**src/core/amr_pkg.sv**
```systemverilog
package amr_pkg;

  // ----------------------------------------------------------------
  // Register index window and per-register indices.
  // ----------------------------------------------------------------
  localparam logic [31:0] AMR_IDX_FIRST = 32'h0000_0800;
  localparam logic [31:0] AMR_IDX_LAST = 32'h0000_0BFF;
  localparam logic [11:0] AMR_IDX_ID = 12'h802;
  localparam logic [11:0] AMR_IDX_PEND_LO = 12'h826;
  localparam logic [11:0] AMR_IDX_PEND_HI = 12'h827;
  localparam logic [11:0] AMR_IDX_ERR = 12'h828;
  localparam logic [11:0] AMR_IDX_CORRECTED_ERROR_INTERRUPT = 12'h82F;
  localparam logic [11:0] AMR_IDX_CMD = 12'h830;
  localparam logic [11:0] AMR_IDX_CMD_RSVD = 12'h831;
  localparam logic [11:0] AMR_IDX_TIMER = 12'h832;
  localparam logic [11:0] AMR_IDX_THERM = 12'h833;
  localparam logic [11:0] AMR_IDX_PERF = 12'h834;
  localparam logic [11:0] AMR_IDX_PIN0 = 12'h835;
  localparam logic [11:0] AMR_IDX_PIN1 = 12'h836;
  localparam logic [11:0] AMR_IDX_ERRV = 12'h837;
  localparam logic [11:0] AMR_IDX_INIT = 12'h838;
  localparam logic [11:0] AMR_IDX_CURR = 12'h839;
  localparam logic [11:0] AMR_IDX_DIV = 12'h83E;
  localparam logic [11:0] AMR_IDX_SELF = 12'h83F;
  // Memory offset bits dropped when forming an index.
  localparam int AMR_MMIO_SHIFT = 4;

  // ----------------------------------------------------------------
  // Transition list check.
  // ----------------------------------------------------------------
  localparam logic [31:0] AMR_LIST_MASK = 32'hFFFF_F800;
  localparam logic [31:0] AMR_LIST_MATCH = 32'h0000_0800;

  // ----------------------------------------------------------------
  // Word store entries, writable masks and reset values.
  // ----------------------------------------------------------------
  localparam int AMR_E_CORRECTED_ERROR_INTERRUPT = 0;
  localparam int AMR_E_TIMER = 1;
  localparam int AMR_E_THERM = 2;
  localparam int AMR_E_PERF = 3;
  localparam int AMR_E_PIN0 = 4;
  localparam int AMR_E_PIN1 = 5;
  localparam int AMR_E_ERRV = 6;
  localparam int AMR_E_INIT = 7;
  localparam int AMR_E_DIV = 8;
  localparam int AMR_E_CMD = 9;
  localparam int AMR_ENTRIES = 10;
  localparam logic [31:0] AMR_WM_VT = 32'h0001_07FF;
  localparam logic [31:0] AMR_WM_TIMER = 32'h0007_00FF;
  localparam logic [31:0] AMR_WM_PIN = 32'h0001_A7FF;
  localparam logic [31:0] AMR_WM_ERRV = 32'h0001_00FF;
  localparam logic [31:0] AMR_WM_INIT = 32'hFFFF_FFFF;
  localparam logic [31:0] AMR_WM_DIV = 32'h0000_000B;
  localparam logic [31:0] AMR_WM_CMD = 32'h000C_CFFF;
  localparam logic [31:0] AMR_WM_CMD_HI = 32'hFFFF_FFFF;
  localparam logic [31:0] AMR_WM_SELF = 32'h0000_00FF;
  localparam logic [31:0] AMR_ERR_BITS = 32'h0000_00EF;
  localparam logic [31:0] AMR_RST_VT = 32'h0001_0000;
  localparam logic [31:0] AMR_RST_ZERO = 32'h0000_0000;

  // Mode encoded as {extended_bit, enable}.
  typedef enum logic [1:0] {
    AMR_DISABLED = 2'b00,
    AMR_LEGACY = 2'b01,
    AMR_EXTENDED = 2'b11,
    AMR_INVALID = 2'b10
  } amr_mode_e;

  // Class of register an index lands on.
  typedef enum logic [2:0] {
    AMR_K_NONE,
    AMR_K_MEM,
    AMR_K_CMD_HI,
    AMR_K_ID,
    AMR_K_PEND_LO,
    AMR_K_PEND_HI,
    AMR_K_CURR,
    AMR_K_ERR
  } amr_kind_e;

  // Writable bits of a word store entry.
  function automatic logic [31:0] amr_wmask(input logic [3:0] e);
    case (e)
      4'(AMR_E_TIMER): amr_wmask = AMR_WM_TIMER;
      4'(AMR_E_PIN0), 4'(AMR_E_PIN1): amr_wmask = AMR_WM_PIN;
      4'(AMR_E_ERRV): amr_wmask = AMR_WM_ERRV;
      4'(AMR_E_INIT): amr_wmask = AMR_WM_INIT;
      4'(AMR_E_DIV): amr_wmask = AMR_WM_DIV;
      4'(AMR_E_CMD): amr_wmask = AMR_WM_CMD;
      default: amr_wmask = AMR_WM_VT;
    endcase
  endfunction

  // Vector table entries come out of reset masked.
  function automatic logic [31:0] amr_rst(input logic [3:0] e);
    amr_rst = (e <= 4'(AMR_E_ERRV)) ? AMR_RST_VT : AMR_RST_ZERO;
  endfunction

endpackage

```
**src/core/amr_word_store.sv**
```systemverilog
`timescale 1ns/100ps
module amr_word_store #(
  parameter int DEPTH = amr_pkg::AMR_ENTRIES
) (
  // Clock and reset.
  input wire logic i_clock,
  input wire logic i_sys_rst,
  // Write port.
  input wire logic i_wr_en,
  input wire logic [3:0] i_wr_addr,
  input wire logic [31:0] i_wr_data,
  // Registered read port.
  input wire logic [3:0] i_rd_addr,
  output logic [31:0] o_rd_data,
  // Every word, for the logic the words steer.
  output logic [DEPTH*32-1:0] o_words
);
  import amr_pkg::*;

  logic [31:0] mem [DEPTH];

  // Each entry resets to its own value and takes writes at its address.
  for (genvar g = 0; g < DEPTH; g++) begin : g_word
    always_ff @(posedge i_clock) begin
      if (i_sys_rst) begin
        mem[g] <= amr_rst(4'(g));
      end else if (i_wr_en && i_wr_addr == 4'(g)) begin
        mem[g] <= i_wr_data;
      end
    end
    assign o_words[g*32 +: 32] = mem[g];
  end

  // Read data is registered; an address past the end reads zero.
  always_ff @(posedge i_clock) begin
    if (i_sys_rst) begin
      o_rd_data <= 32'h0000_0000;
    end else if (32'(i_rd_addr) < DEPTH) begin
      o_rd_data <= mem[i_rd_addr];
    end else begin
      o_rd_data <= 32'h0000_0000;
    end
  end

endmodule // amr_word_store

```
**src/core/amr_msr_access.sv**
```systemverilog
`timescale 1ns/100ps
module amr_msr_access #(
  parameter int ID_WIDTH = 32
) (
  // Clock and reset.
  input wire logic i_clock,
  input wire logic i_sys_rst,
  // Register instructions from the core.
  input wire logic i_msr_valid,
  input wire logic i_msr_write,
  input wire logic [31:0] i_msr_index,
  input wire logic [63:0] i_msr_wdata,
  output logic o_msr_done,
  output logic o_msr_fault,
  output logic [63:0] o_msr_rdata,
  // Memory-mapped window.
  input wire logic i_mmio_valid,
  input wire logic i_mmio_write,
  input wire logic [11:0] i_mmio_offset,
  input wire logic [31:0] i_mmio_wdata,
  output logic o_mmio_done,
  output logic [31:0] o_mmio_rdata,
  // Base register writes.
  input wire logic i_base_write,
  input wire logic i_base_enable,
  input wire logic i_base_extended,
  output logic o_base_done,
  output logic o_base_fault,
  output amr_pkg::amr_mode_e o_mode,
  // Hardware state shown through the registers.
  input wire logic [ID_WIDTH-1:0] i_hw_id,
  input wire logic [63:0] i_pending_hi,
  input wire logic [31:0] i_timer_current,
  input wire logic [7:0] i_error_set,
  // Register contents that steer the rest of the controller.
  output logic [31:0] o_timer_vector,
  output logic [31:0] o_timer_initial,
  output logic [31:0] o_timer_divide,
  output logic [63:0] o_command,
  output logic o_command_send,
  output logic o_self_send,
  output logic [7:0] o_self_vector,
  // Transition list checking.
  input wire logic i_list_valid,
  input wire logic i_list_on_exit,
  input wire logic [31:0] i_list_low_dword,
  output logic o_list_done,
  output logic o_list_fail,
  output logic o_list_reload_host,
  output logic o_list_abort
);
  import amr_pkg::*;

  // ----------------------------------------------------------------
  // Declarations.
  // ----------------------------------------------------------------
  amr_mode_e mode;
  logic ext_mode;
  logic legacy_mode;
  logic [ID_WIDTH-1:0] id_reg;
  logic id_loaded;
  logic [31:0] id_word;
  logic [31:0] error_status;
  logic [31:0] cmd_hi;
  logic msr_in_range;
  logic msr_reject;
  logic sel_msr;
  logic sel_valid;
  logic sel_write;
  logic [11:0] sel_idx;
  logic [63:0] sel_wdata;
  logic [11:0] mmio_idx;
  amr_kind_e kind;
  logic [3:0] entry;
  logic ro;
  logic wo;
  logic is_self;
  logic [31:0] wmask;
  logic [31:0] hmask;
  logic bad_bits;
  logic msr_fault;
  logic accept_wr;
  logic mem_wr;
  logic [63:0] live;
  logic [31:0] mem_q;
  logic [AMR_ENTRIES*32-1:0] words;
  logic s1_msr_valid;
  logic s1_mmio_valid;
  logic s1_fault;
  logic s1_mem;
  logic s1_mmio_live;
  logic [63:0] s1_live;

  assign ext_mode = (mode == AMR_EXTENDED);
  assign legacy_mode = (mode == AMR_LEGACY);
  assign o_mode = mode;

  // ----------------------------------------------------------------
  // Operating mode.
  // ----------------------------------------------------------------

  // Base writes set the mode; a write naming the invalid pair faults.
  always_ff @(posedge i_clock) begin
    if (i_sys_rst) begin
      mode <= AMR_LEGACY;
      o_base_done <= 1'b0;
      o_base_fault <= 1'b0;
    end else begin
      o_base_done <= i_base_write;
      o_base_fault <= i_base_write && i_base_extended && !i_base_enable;
      if (i_base_write && !(i_base_extended && !i_base_enable)) begin
        mode <= amr_mode_e'({i_base_extended, i_base_enable});
      end
    end
  end

  // ----------------------------------------------------------------
  // Identifier.
  // ----------------------------------------------------------------

  // The hardware identifier is caught once, on the first edge after reset.
  always_ff @(posedge i_clock) begin
    if (i_sys_rst) begin
      id_reg <= '0;
      id_loaded <= 1'b0;
    end else if (!id_loaded) begin
      id_reg <= i_hw_id;
      id_loaded <= 1'b1;
    end
  end

  // Bits above the implemented width read as zero.
  assign id_word = 32'(id_reg);

  // ----------------------------------------------------------------
  // Request selection.
  // ----------------------------------------------------------------

  // Only one interface reaches the registers in each enabled mode; none does when disabled.
  assign msr_in_range = (i_msr_index >= AMR_IDX_FIRST) && (i_msr_index <= AMR_IDX_LAST);
  assign msr_reject = i_msr_valid && !(ext_mode && msr_in_range);
  assign mmio_idx = AMR_IDX_FIRST[11:0] + {4'h0, i_mmio_offset[11:AMR_MMIO_SHIFT]};
  assign sel_msr = ext_mode;
  assign sel_valid = ext_mode ? (i_msr_valid && msr_in_range) : (i_mmio_valid && legacy_mode);
  assign sel_write = ext_mode ? i_msr_write : i_mmio_write;
  assign sel_idx = ext_mode ? i_msr_index[11:0] : mmio_idx;
  assign sel_wdata = ext_mode ? i_msr_wdata : {32'h0000_0000, i_mmio_wdata};

  // ----------------------------------------------------------------
  // Index decode.
  // ----------------------------------------------------------------

  // Classifies the index and gives its access type and store entry.
  always_comb begin
    kind = AMR_K_NONE;
    entry = 4'h0;
    ro = 1'b0;
    wo = 1'b0;
    is_self = 1'b0;
    case (sel_idx)
      AMR_IDX_ID: begin
        kind = sel_msr ? AMR_K_ID : AMR_K_NONE;
        ro = 1'b1;
      end
      AMR_IDX_PEND_LO: begin
        kind = AMR_K_PEND_LO;
        ro = 1'b1;
      end
      AMR_IDX_PEND_HI: begin
        kind = AMR_K_PEND_HI;
        ro = 1'b1;
      end
      AMR_IDX_CURR: begin
        kind = AMR_K_CURR;
        ro = 1'b1;
      end
      AMR_IDX_ERR: kind = AMR_K_ERR;
      AMR_IDX_CORRECTED_ERROR_INTERRUPT: begin
        kind = AMR_K_MEM;
        entry = 4'(AMR_E_CORRECTED_ERROR_INTERRUPT);
      end
      AMR_IDX_CMD: begin
        kind = AMR_K_MEM;
        entry = 4'(AMR_E_CMD);
      end
      AMR_IDX_CMD_RSVD: kind = sel_msr ? AMR_K_NONE : AMR_K_CMD_HI;
      AMR_IDX_TIMER: begin
        kind = AMR_K_MEM;
        entry = 4'(AMR_E_TIMER);
      end
      AMR_IDX_THERM: begin
        kind = AMR_K_MEM;
        entry = 4'(AMR_E_THERM);
      end
      AMR_IDX_PERF: begin
        kind = AMR_K_MEM;
        entry = 4'(AMR_E_PERF);
      end
      AMR_IDX_PIN0: begin
        kind = AMR_K_MEM;
        entry = 4'(AMR_E_PIN0);
      end
      AMR_IDX_PIN1: begin
        kind = AMR_K_MEM;
        entry = 4'(AMR_E_PIN1);
      end
      AMR_IDX_ERRV: begin
        kind = AMR_K_MEM;
        entry = 4'(AMR_E_ERRV);
      end
      AMR_IDX_INIT: begin
        kind = AMR_K_MEM;
        entry = 4'(AMR_E_INIT);
      end
      AMR_IDX_DIV: begin
        kind = AMR_K_MEM;
        entry = 4'(AMR_E_DIV);
      end
      AMR_IDX_SELF: begin
        is_self = sel_msr;
        wo = 1'b1;
      end
      default: kind = AMR_K_NONE;
    endcase
  end

  // Writable bits; the error register takes only zero over the core path.
  always_comb begin
    wmask = 32'h0000_0000;
    hmask = 32'h0000_0000;
    if (kind == AMR_K_MEM) begin
      wmask = amr_wmask(entry);
    end else if (kind == AMR_K_CMD_HI) begin
      wmask = AMR_WM_CMD_HI;
    end else if (is_self) begin
      wmask = AMR_WM_SELF;
    end else if (kind == AMR_K_ERR && !sel_msr) begin
      wmask = AMR_ERR_BITS;
    end
    if (kind == AMR_K_MEM && entry == 4'(AMR_E_CMD)) begin
      hmask = AMR_WM_CMD_HI;
    end
  end

  // ----------------------------------------------------------------
  // Access checks, made before anything is updated.
  // ----------------------------------------------------------------
  assign bad_bits = |(sel_wdata & ~{hmask, wmask});
  assign msr_fault = msr_reject || (sel_msr && sel_valid && (
    (kind == AMR_K_NONE && !is_self) ||
    (sel_write && ro) ||
    (!sel_write && wo) ||
    (sel_write && bad_bits)));
  assign accept_wr = sel_valid && sel_write && !(sel_msr && msr_fault);
  assign mem_wr = accept_wr && kind == AMR_K_MEM;

  // ----------------------------------------------------------------
  // Register storage.
  // ----------------------------------------------------------------

  // Writes land on the edge that takes them, so a later read sees them.
  amr_word_store #(
    .DEPTH(AMR_ENTRIES)
  ) u_store (
    .i_clock(i_clock),
    .i_sys_rst(i_sys_rst),
    .i_wr_en(mem_wr),
    .i_wr_addr(entry),
    .i_wr_data(sel_wdata[31:0] & wmask),
    .i_rd_addr(entry),
    .o_rd_data(mem_q),
    .o_words(words)
  );

  // Upper command word, written by a 64-bit core write or offset 310H.
  always_ff @(posedge i_clock) begin
    if (i_sys_rst) begin
      cmd_hi <= 32'h0000_0000;
    end else if (mem_wr && entry == 4'(AMR_E_CMD) && sel_msr) begin
      cmd_hi <= sel_wdata[63:32];
    end else if (accept_wr && kind == AMR_K_CMD_HI) begin
      cmd_hi <= sel_wdata[31:0];
    end
  end

  // Error bits are set by hardware and cleared by an accepted write.
  always_ff @(posedge i_clock) begin
    if (i_sys_rst) begin
      error_status <= 32'h0000_0000;
    end else begin
      error_status <= ((accept_wr && kind == AMR_K_ERR) ? 32'h0000_0000 : error_status)
        | ({24'h00_0000, i_error_set} & AMR_ERR_BITS);
    end
  end

  // Command and self-interrupt requests go out as one-cycle pulses.
  always_ff @(posedge i_clock) begin
    if (i_sys_rst) begin
      o_command_send <= 1'b0;
      o_self_send <= 1'b0;
      o_self_vector <= 8'h00;
    end else begin
      o_command_send <= mem_wr && entry == 4'(AMR_E_CMD);
      o_self_send <= accept_wr && is_self;
      if (accept_wr && is_self) begin
        o_self_vector <= sel_wdata[7:0];
      end
    end
  end

  assign o_timer_vector = words[AMR_E_TIMER*32 +: 32];
  assign o_timer_initial = words[AMR_E_INIT*32 +: 32];
  assign o_timer_divide = words[AMR_E_DIV*32 +: 32];
  assign o_command = {cmd_hi, words[AMR_E_CMD*32 +: 32]};

  // ----------------------------------------------------------------
  // Read path.
  // ----------------------------------------------------------------

  // Non-stored values are sampled in the cycle the request is taken.
  always_comb begin
    live = 64'h0000_0000_0000_0000;
    case (kind)
      AMR_K_ID: live[31:0] = id_word;
      AMR_K_PEND_LO: live[31:0] = i_pending_hi[31:0];
      AMR_K_PEND_HI: live[31:0] = i_pending_hi[63:32];
      AMR_K_CURR: live[31:0] = i_timer_current;
      AMR_K_ERR: live[31:0] = error_status;
      AMR_K_CMD_HI: live[31:0] = cmd_hi;
      AMR_K_MEM: live[63:32] = (sel_msr && entry == 4'(AMR_E_CMD)) ? cmd_hi : 32'h0000_0000;
      default: live = 64'h0000_0000_0000_0000;
    endcase
  end

  // First stage: holds the request while the store reads out.
  always_ff @(posedge i_clock) begin
    if (i_sys_rst) begin
      s1_msr_valid <= 1'b0;
      s1_mmio_valid <= 1'b0;
      s1_fault <= 1'b0;
      s1_mem <= 1'b0;
      s1_mmio_live <= 1'b0;
      s1_live <= 64'h0000_0000_0000_0000;
    end else begin
      s1_msr_valid <= i_msr_valid;
      s1_mmio_valid <= i_mmio_valid;
      s1_fault <= msr_fault;
      s1_mem <= kind == AMR_K_MEM && !sel_write;
      s1_mmio_live <= !sel_msr && legacy_mode && !i_mmio_write;
      s1_live <= sel_write ? 64'h0000_0000_0000_0000 : live;
    end
  end

  // Second stage: answers in order, one per cycle, with no stall.
  always_ff @(posedge i_clock) begin
    if (i_sys_rst) begin
      o_msr_done <= 1'b0;
      o_msr_fault <= 1'b0;
      o_msr_rdata <= 64'h0000_0000_0000_0000;
      o_mmio_done <= 1'b0;
      o_mmio_rdata <= 32'h0000_0000;
    end else begin
      o_msr_done <= s1_msr_valid;
      o_msr_fault <= s1_msr_valid && s1_fault;
      o_msr_rdata <= (s1_msr_valid && !s1_fault) ?
        {s1_live[63:32], s1_mem ? mem_q : s1_live[31:0]} : 64'h0000_0000_0000_0000;
      o_mmio_done <= s1_mmio_valid;
      o_mmio_rdata <= (s1_mmio_valid && s1_mmio_live) ?
        (s1_mem ? mem_q : s1_live[31:0]) : 32'h0000_0000;
    end
  end

  // ----------------------------------------------------------------
  // Transition list entry check.
  // ----------------------------------------------------------------

  // A matching entry fails; entry reloads host state, exit aborts.
  always_ff @(posedge i_clock) begin
    if (i_sys_rst) begin
      o_list_done <= 1'b0;
      o_list_fail <= 1'b0;
      o_list_reload_host <= 1'b0;
      o_list_abort <= 1'b0;
    end else begin
      o_list_done <= i_list_valid;
      o_list_fail <= i_list_valid && (i_list_low_dword & AMR_LIST_MASK) == AMR_LIST_MATCH;
      o_list_reload_host <= i_list_valid && !i_list_on_exit &&
        (i_list_low_dword & AMR_LIST_MASK) == AMR_LIST_MATCH;
      o_list_abort <= i_list_valid && i_list_on_exit &&
        (i_list_low_dword & AMR_LIST_MASK) == AMR_LIST_MATCH;
    end
  end

endmodule // amr_msr_access

```
**config.mk**
```make
export PLATFORM = sky130hd
export DESIGN_NAME = amr_msr_access
export DESIGN_NICKNAME = d
export VERILOG_FILES = /design/src/core/amr_pkg.sv /design/src/core/amr_word_store.sv /design/src/core/amr_msr_access.sv
export SDC_FILE = /design/constraint.sdc
export NUM_CORES = 1
export LEC_CHECK = 0
export BUFFER_PORTS_ARGS = -buffer_cell sky130_fd_sc_hd__buf_2
export CAP_MARGIN = 40
export CORE_AREA = 2 2 234 236
export CTS_CLUSTER_SIZE = 16
export DETAILED_ROUTE_END_ITERATION = 12
export DIE_AREA = 0 0 236 238
export GPL_TIMING_DRIVEN = 0
export HOLD_SLACK_MARGIN = 0.03
export PLACE_DENSITY = 0.71
export SETUP_SLACK_MARGIN = 0.5
export SLEW_MARGIN = 20
export SYNTH_ARGS = -nofsm -noshare
export SYNTH_HDL_FRONTEND = slang
export SYNTH_SLANG_ARGS = --single-unit
```
**constraint.sdc**
```tcl
create_clock -name i_clock -period 6.2 [get_ports i_clock]
set_input_delay 1.24 -clock i_clock [delete_from_list [all_inputs] [get_ports i_clock]]
set_output_delay 1.24 -clock i_clock [all_outputs]
set_load 0.03 [all_outputs]
```
==> After elaboration in Yosys (flattened, before gate mapping) <==
Memories as Yosys holds them, arrays and structs flattened. A register that Yosys moved wholly into a read port is not among the register bits.
Cells that the tools add are included.
{ "classes": {"mul": 0, "shifts": 0, "reduce_logical": 73, "n_eq_ne": 36, "add_sub_neg": 1, "div_mod_pow": 0, "bitwise": 19, "muxes": 65, "order_cmp": 3} }
{ "op_table": {"columns": ["op", "n"], "rows": [
  ["32-bit 2-to-1 mux", 17],
  ["32-bit one-hot mux with 6 select lines", 2],
  ["12-bit == test, second input constant", 17],
  ["64-bit AND", 1],
  ["64-bit 2-to-1 mux", 1],
  ["64-bit inverter", 1],
  ["64-bit OR reduction", 1],
  ["1-bit logical AND", 47],
  ["1-bit 2-to-1 mux", 38],
  ["4-bit one-hot mux with 9 select lines", 1],
  ["32-bit AND", 1],
  ["32-bit by 12-bit greater-or-equal comparator with 1-bit output, second input constant", 1],
  ["32-bit by 12-bit less-or-equal comparator with 1-bit output, second input constant", 1],
  ["32-bit by 8-bit bitwise OR with 32-bit output", 1],
  ["21-bit by 1-bit == test with 1-bit output, second input constant", 1],
  ["3-bit one-hot mux with 7 select lines", 1],
  ["4-bit by 3-bit == test with 1-bit output, second input constant", 4],
  ["8-bit 2-to-1 mux", 2],
  ["12-bit by 8-bit adder with 12-bit output, first input constant", 1],
  ["3-bit == test, second input constant", 4],
  ["12-bit 2-to-1 mux", 1],
  ["1-bit logical NOT", 10],
  ["1-bit bitwise OR", 10],
  ["10-bit OR reduction", 1],
  ["other kinds (16)", 32]
]} }
{ "word_totals": {"ram_bits": 320, "regBits": 283, "latch_bits": 0, "inputBits": 319, "mem_bits_ro": 0, "n_memories": 1} }
{ "mem_list": {"columns": ["memory", "words", "word_bits", "rd", "rd_clocked_by_memory_dff", "wr", "line", "text"], "rows": [
  ["u_store.mem", 10, 32, 5, 1, 10, "amr_word_store.sv:20", "logic [31:0] mem [DEPTH];"]
]} }

==> Depth between registers and ports, before layout <==
{ "depth": {"word_depth": 27, "ltp_mapped": 16, "mapped_depth_nobuf": 9} }

==> Hierarchy <==
From an unflattened synthesis, not the netlist that was laid out.
{ "hier_totals": {"hier_cells": 2264, "area_unflattened_um2": 25972.4} }
{ "modules_own_cells": {"columns": ["mod", "instances", "area_per_inst_um2", "seq_area_each_um2", "cells_each"], "rows": [
  ["amr_word_store", 1, 15334.7, 10249.8, 1107],
  ["amr_msr_access", 1, 10637.7, 5165.0, 1157]
]} }

==> Worst setup path after synthesis <==
Ideal clock, no wire load.
{ "synth_path": {"path_type": "input port to flip-flop", "start": "input port i_msr_index[8]", "end": "memory u_store.mem[6][0], enable pin", "cell_stages": 12, "slack_ps": -165, "required_time_ps": 5730, "setup_ps": 470, "arrival_ps": 5895, "cell_sequence": "nor4b_4 -> a31oi_2 -> buf_2 -> nor3_2 -> buf_2 -> a211oi_1 -> nor4_1 -> nand4_1 -> nor3b_2 -> buf_4 -> o21ai_1 -> o31ai_1"} }
{ "synth_lines": {"columns": ["element", "line", "text"], "rows": [
  ["from (decl)", "amr_msr_access.sv:11", "input wire logic [31:0] i_msr_index,"],
  ["to (decl)", "amr_word_store.sv:20", null]
]} }

==> results_tabular.tex <==
\begin{tabular}{lr}
\hline
Metric & Value \\
\hline
\multicolumn{2}{l}{\textbf{Job}} \\
MaxCap Viol Count & 0 \\
\multicolumn{2}{l}{\textbf{Layout}} \\
Leading cell type in the layout, fill and taps excluded & sky130\_fd\_sc\_hd\_\_buf\_2 \\
Filler Cells Inserted & 4588 \\
Footprint of the multi-input gates & 8640 um2 \\
Number of flip-flops under the largest register name & 320 \\
Sequential cell area & 15400 um2 \\
Top register by number of flip-flops & u\_store.mem \\
Final-stage net count & 3263 \\
Area added between synthesis and finish & 29.2\% \\
Most frequent cells in the layout & 606 x sky130\_fd\_sc\_hd\_\_buf\_2, 326 x sky130\_fd\_sc\_hd\_\_nor2\_1, 320 x sky130\_fd\_sc\_hd\_\_edfxtp\_1, 290 x sky130\_fd\_sc\_hd\_\_dfxtp\_1, 192 x sky130\_fd\_sc\_hd\_\_nand2\_1 \\
Fraction of layout instances using a drive strength above 1 & 26.0\% \\
Regs by FF count & u\_store.mem x320, o\_msr\_rdata x64, s1\_live x64 \\
\multicolumn{2}{l}{\textbf{Power}} \\
Power Internal & slightly below 0.007 W \\
Max VDD drop & 0.336 mV \\
Power Dens Cells & 292 nW/um2 \\
Share of total power in sequential cells & 49.8\% \\
Net switching power of the design & 0.00215 W \\
Static leakage power & 12.8 nW \\
Combinational share of power & 8.3\% \\
Overall power & 0.00904 W \\
Proportion of total power due to net switching & 23.8\% \\
Clk network pwr share & 41.9\% \\
\multicolumn{2}{l}{\textbf{Timing}} \\
Final worst slack & 0.878 ns \\
Tightest slew margin relative to the limit & 34.1\% \\
Highest clock rate & roughly 190 MHz \\
Slew Viols, Final & 0 \\
Actual slew at the worst max-slew pin & 0.989 ns \\
Final period util & between 80\% and 90\% \\
Final Critical Period & 5.32 ns \\
Setup violations, final & 0 \\
Final setup skew & 0.0339 ns \\
Final number of hold-violating endpoints & 0 \\
Setup repair after global routing missed its margin & false \\
\multicolumn{2}{l}{\textbf{Clock tree}} \\
CTS tree & done \\
Post-CTS Setup Repair Bufs & 0 \\
CTS sink cnt & 610 \\
Clock latency reported for the late side of the worst-skew pair & 0.63 ns \\
Depth of the CTS H-tree & 2 \\
Post-cts hold buffer count & 0 \\
Post\_cts resized & 0 \\
Clock transition at the register clock pins on the worst setup and hold paths after CTS & 0.06 ns \\
Buffer levels on the longest clock path & 3 \\
Cell chosen for the clock root & sky130\_fd\_sc\_hd\_\_clkbuf\_16 \\
Clock buffers created by TritonCTS & 60 \\
\multicolumn{2}{l}{\textbf{Die}} \\
Number of I/O pins & 596 \\
Placement row count & 85 \\
Initial Utilization & 44.9\% \\
Placeable Area & 53500 um2 \\
Die outline width & 236 um \\
Area of the die & 56200 um2 \\
Vertical die dimension & 238 um \\
\multicolumn{2}{l}{\textbf{Synth}} \\
Post-synthesis cell count & 2094 \\
Cell area after synthesis & roughly 24000 um2 \\
Synth async-reset ratio & 0\% \\
Most used DFF post-synth & sky130\_fd\_sc\_hd\_\_edfxtp\_1 \\
Flop and latch count out of synthesis & between 600 and 700 \\
Unique masters post-synth & 77 \\
Yosys warns & 0 \\
Sequential share of the synthesized area & 64.2\% \\
Number of synthesized flops with an enable pin & 320 \\
Synth top area cells & sky130\_fd\_sc\_hd\_\_edfxtp\_1 40\%, sky130\_fd\_sc\_hd\_\_dfxtp\_1 24\%, sky130\_fd\_sc\_hd\_\_mux2i\_1 5.8\% \\
Share of the synthesized area in the top cell type & 40.0\% \\
Dominant cell type by area after synthesis & sky130\_fd\_sc\_hd\_\_edfxtp\_1 \\
Synthesized area per cell & 11.5 um2 \\
\multicolumn{2}{l}{\textbf{Placed design}} \\
Final estimated routing congestion in global placement & between 0.9 and 1 \\
Pre-CTS WS & 0.372 ns \\
Port Buffers & 577 \\
Post-DP HPWL & 81.6 mm \\
\multicolumn{2}{l}{\textbf{GRT}} \\
Number of global-route vias before repair & 20300 \\
GRT Residual Overflow & 0 \\
Combined global-route utilization of all metal layers & a little over a third \\
Global-route wire length before repair & 143 mm \\
Antenna violations before repair & 11 \\
Maximum number of pins on one net before global-route repair & 23 \\
\multicolumn{2}{l}{\textbf{Routing}} \\
Antenna-violating nets left & 0 \\
DRC violations left & 0 \\
Initial DRT Pass Iterations & 12 \\
Post-DR wirelength/cell & 27.7 um \\
Drt total wl & $\sim$100 mm \\
Iter 0 DRT Violations & 2734 \\
Routed via count & around 21000 \\
DR vias/cell & between 5 and 6 \\
\multicolumn{2}{l}{\textbf{Worst setup path}} \\
Data required time at the worst endpoint & approximately 6.5 ns \\
Kind of critical path & reg -> reg \\
Minimum setup slack among reg-to-reg paths & a little under 0.9 ns \\
Type of element capturing the critical path & register \\
Reg2Reg Launch Point & o\_mode[0]\$\_SDFFE\_PP1P\_ \\
Worst EP arrival & about 5.6 ns \\
Cells on worst reg2reg path & 15 \\
Reg-to-reg endpoint & u\_store.mem[2][1]\$\_SDFFCE\_PN0P\_ \\
First element of the critical path & o\_mode[0]\$\_SDFFE\_PP1P\_ \\
Largest fanout on the critical path & 11 \\
Startpoint types & register \\
\multicolumn{2}{l}{\textbf{Status}} \\
Result of the run & finished, final reports clean \\
\multicolumn{2}{l}{\textbf{Worst hold path}} \\
Worst min-delay path endpoint & o\_msr\_rdata[36]\$\_SDFF\_PP0\_ \\
Worst min-delay path category & reg -> reg \\
Hold path depth & 1 \\
Min-delay src & s1\_live[36]\$\_SDFF\_PP0\_ \\
\hline
\end{tabular}
==> power by group through the flow <==
stage	Clock, W	Sequential [W]	Combinational [W]
after floorplan	0	0.00466	0.000256
after global placement	0	0.00459	0.000694
after detailed placement	0	0.00459	0.000729
after CTS	0.00382	0.00450	0.000732
after global routing	0.00398	0.00451	0.000788
final	0.00379	0.00450	0.000752
==> worst max-delay path by stage <==
stage	end	cells after the start
3_5_place_dp	u_store.mem[2][5]$_SDFFCE_PN0P_	15
4_1_cts	u_store.mem[2][1]$_SDFFCE_PN0P_	15
2_1_floorplan	u_store.mem[0][0]$_SDFFCE_PN0P_	12
3_3_place_gp	u_store.mem[9][30]$_SDFFCE_PN0P_	11
6_report	u_store.mem[2][1]$_SDFFCE_PN0P_	15
5_1_grt	u_store.mem[2][5]$_SDFFCE_PN0P_	15
==> worst max-delay path: stages, from the launching register on <==
cell                       delay (ns)
sky130_fd_sc_hd__dfxtp_1         0.32
sky130_fd_sc_hd__buf_4           0.18
sky130_fd_sc_hd__and2_1          0.16
sky130_fd_sc_hd__buf_6           0.12
sky130_fd_sc_hd__buf_2           0.30
sky130_fd_sc_hd__buf_4           0.29
sky130_fd_sc_hd__mux2i_1         0.79
sky130_fd_sc_hd__a211oi_1        0.15
sky130_fd_sc_hd__nor4_1          0.39
sky130_fd_sc_hd__nand4_1         0.18
sky130_fd_sc_hd__nor3b_2         0.35
sky130_fd_sc_hd__buf_4           0.26
sky130_fd_sc_hd__o21ai_2         0.26
sky130_fd_sc_hd__o41ai_4         0.81
sky130_fd_sc_hd__buf_6           0.26
sky130_fd_sc_hd__buf_6           0.20
==> kinds of logic (layout without fill, tap and decap cells) <==
group,after synthesis,in the layout,synth area share (%)
AOI/OAI and AO/OA,379,379,11.4
xor gates and xnor gates,2,2,0.0730
buffers and inverters,178,894,3.06
DFF,610,610,64.2
muxes,149,149,6.34
other,1,190,0.0156
and+or+nand+nor,775,775,14.9
==> cells in the mapped netlist, types with 6 or more instances <==
cell type	number
sky130_fd_sc_hd__nor2_1	326
sky130_fd_sc_hd__nand2_1	192
sky130_fd_sc_hd__nor2b_1	17
sky130_fd_sc_hd__a22oi_1	7
sky130_fd_sc_hd__a221oi_1	6
sky130_fd_sc_hd__buf_1	22
sky130_fd_sc_hd__o21ai_0	44
sky130_fd_sc_hd__clkbuf_1	92
sky130_fd_sc_hd__o21a_1	8
sky130_fd_sc_hd__nor4_1	31
sky130_fd_sc_hd__inv_1	31
sky130_fd_sc_hd__buf_4	6
sky130_fd_sc_hd__a222oi_1	89
sky130_fd_sc_hd__edfxtp_1	320
sky130_fd_sc_hd__a211oi_1	13
sky130_fd_sc_hd__or3_1	10
sky130_fd_sc_hd__nand2b_1	13
sky130_fd_sc_hd__o211ai_1	7
sky130_fd_sc_hd__buf_2	24
sky130_fd_sc_hd__a21oi_1	119
sky130_fd_sc_hd__nand3_1	12
sky130_fd_sc_hd__and2_1	71
sky130_fd_sc_hd__mux2i_1	139
sky130_fd_sc_hd__nor3_1	57
sky130_fd_sc_hd__a31oi_1	30
sky130_fd_sc_hd__nand4_1	15
sky130_fd_sc_hd__dfxtp_1	290
==> layer usage <==
metal | global-route usage, % | share of wire, %
met3 | 7.03 | 9.6
met2 | 58.8 | 47
met1 | 46.1 | 39
met4 | 13.6 | 4.2
met5 | 0 | 0.026
==> final cells by class <==
| class | count | area share, % |
|---|---|---|
| Sequential cell | 610 | 49.7 |
| Inverter | 32 | 0.387 |
| Clock inverter | 23 | 1.00 |
| Buffer | 146 | 1.99 |
| Multi-Input combinational cell | 1490 | 27.9 |
| Antenna cell | 5 | 0.0403 |
| Clock buffer | 89 | 5.66 |
| Timing Repair Buffer | 604 | 10.5 |
| Tap cell | 696 | 2.81 |
==> per-stage QoR <==
step	hold slack [ns]	util, %	cells	cell area [um2]	setup TNS (ns)
finish	0.425	58.0	3695	31000	0
global route	0.439	58.0	3693	31000	0
CTS	0.427	57.9	3689	31000	0
detailed placement	0.413	54.1	3577	28900	0
global placement	0.409	53.2	3551	28500	-580.49
floorplan	0.406	-	2278	24700	-6.07
No activity file was read; power rests on OpenSTA's default activity.
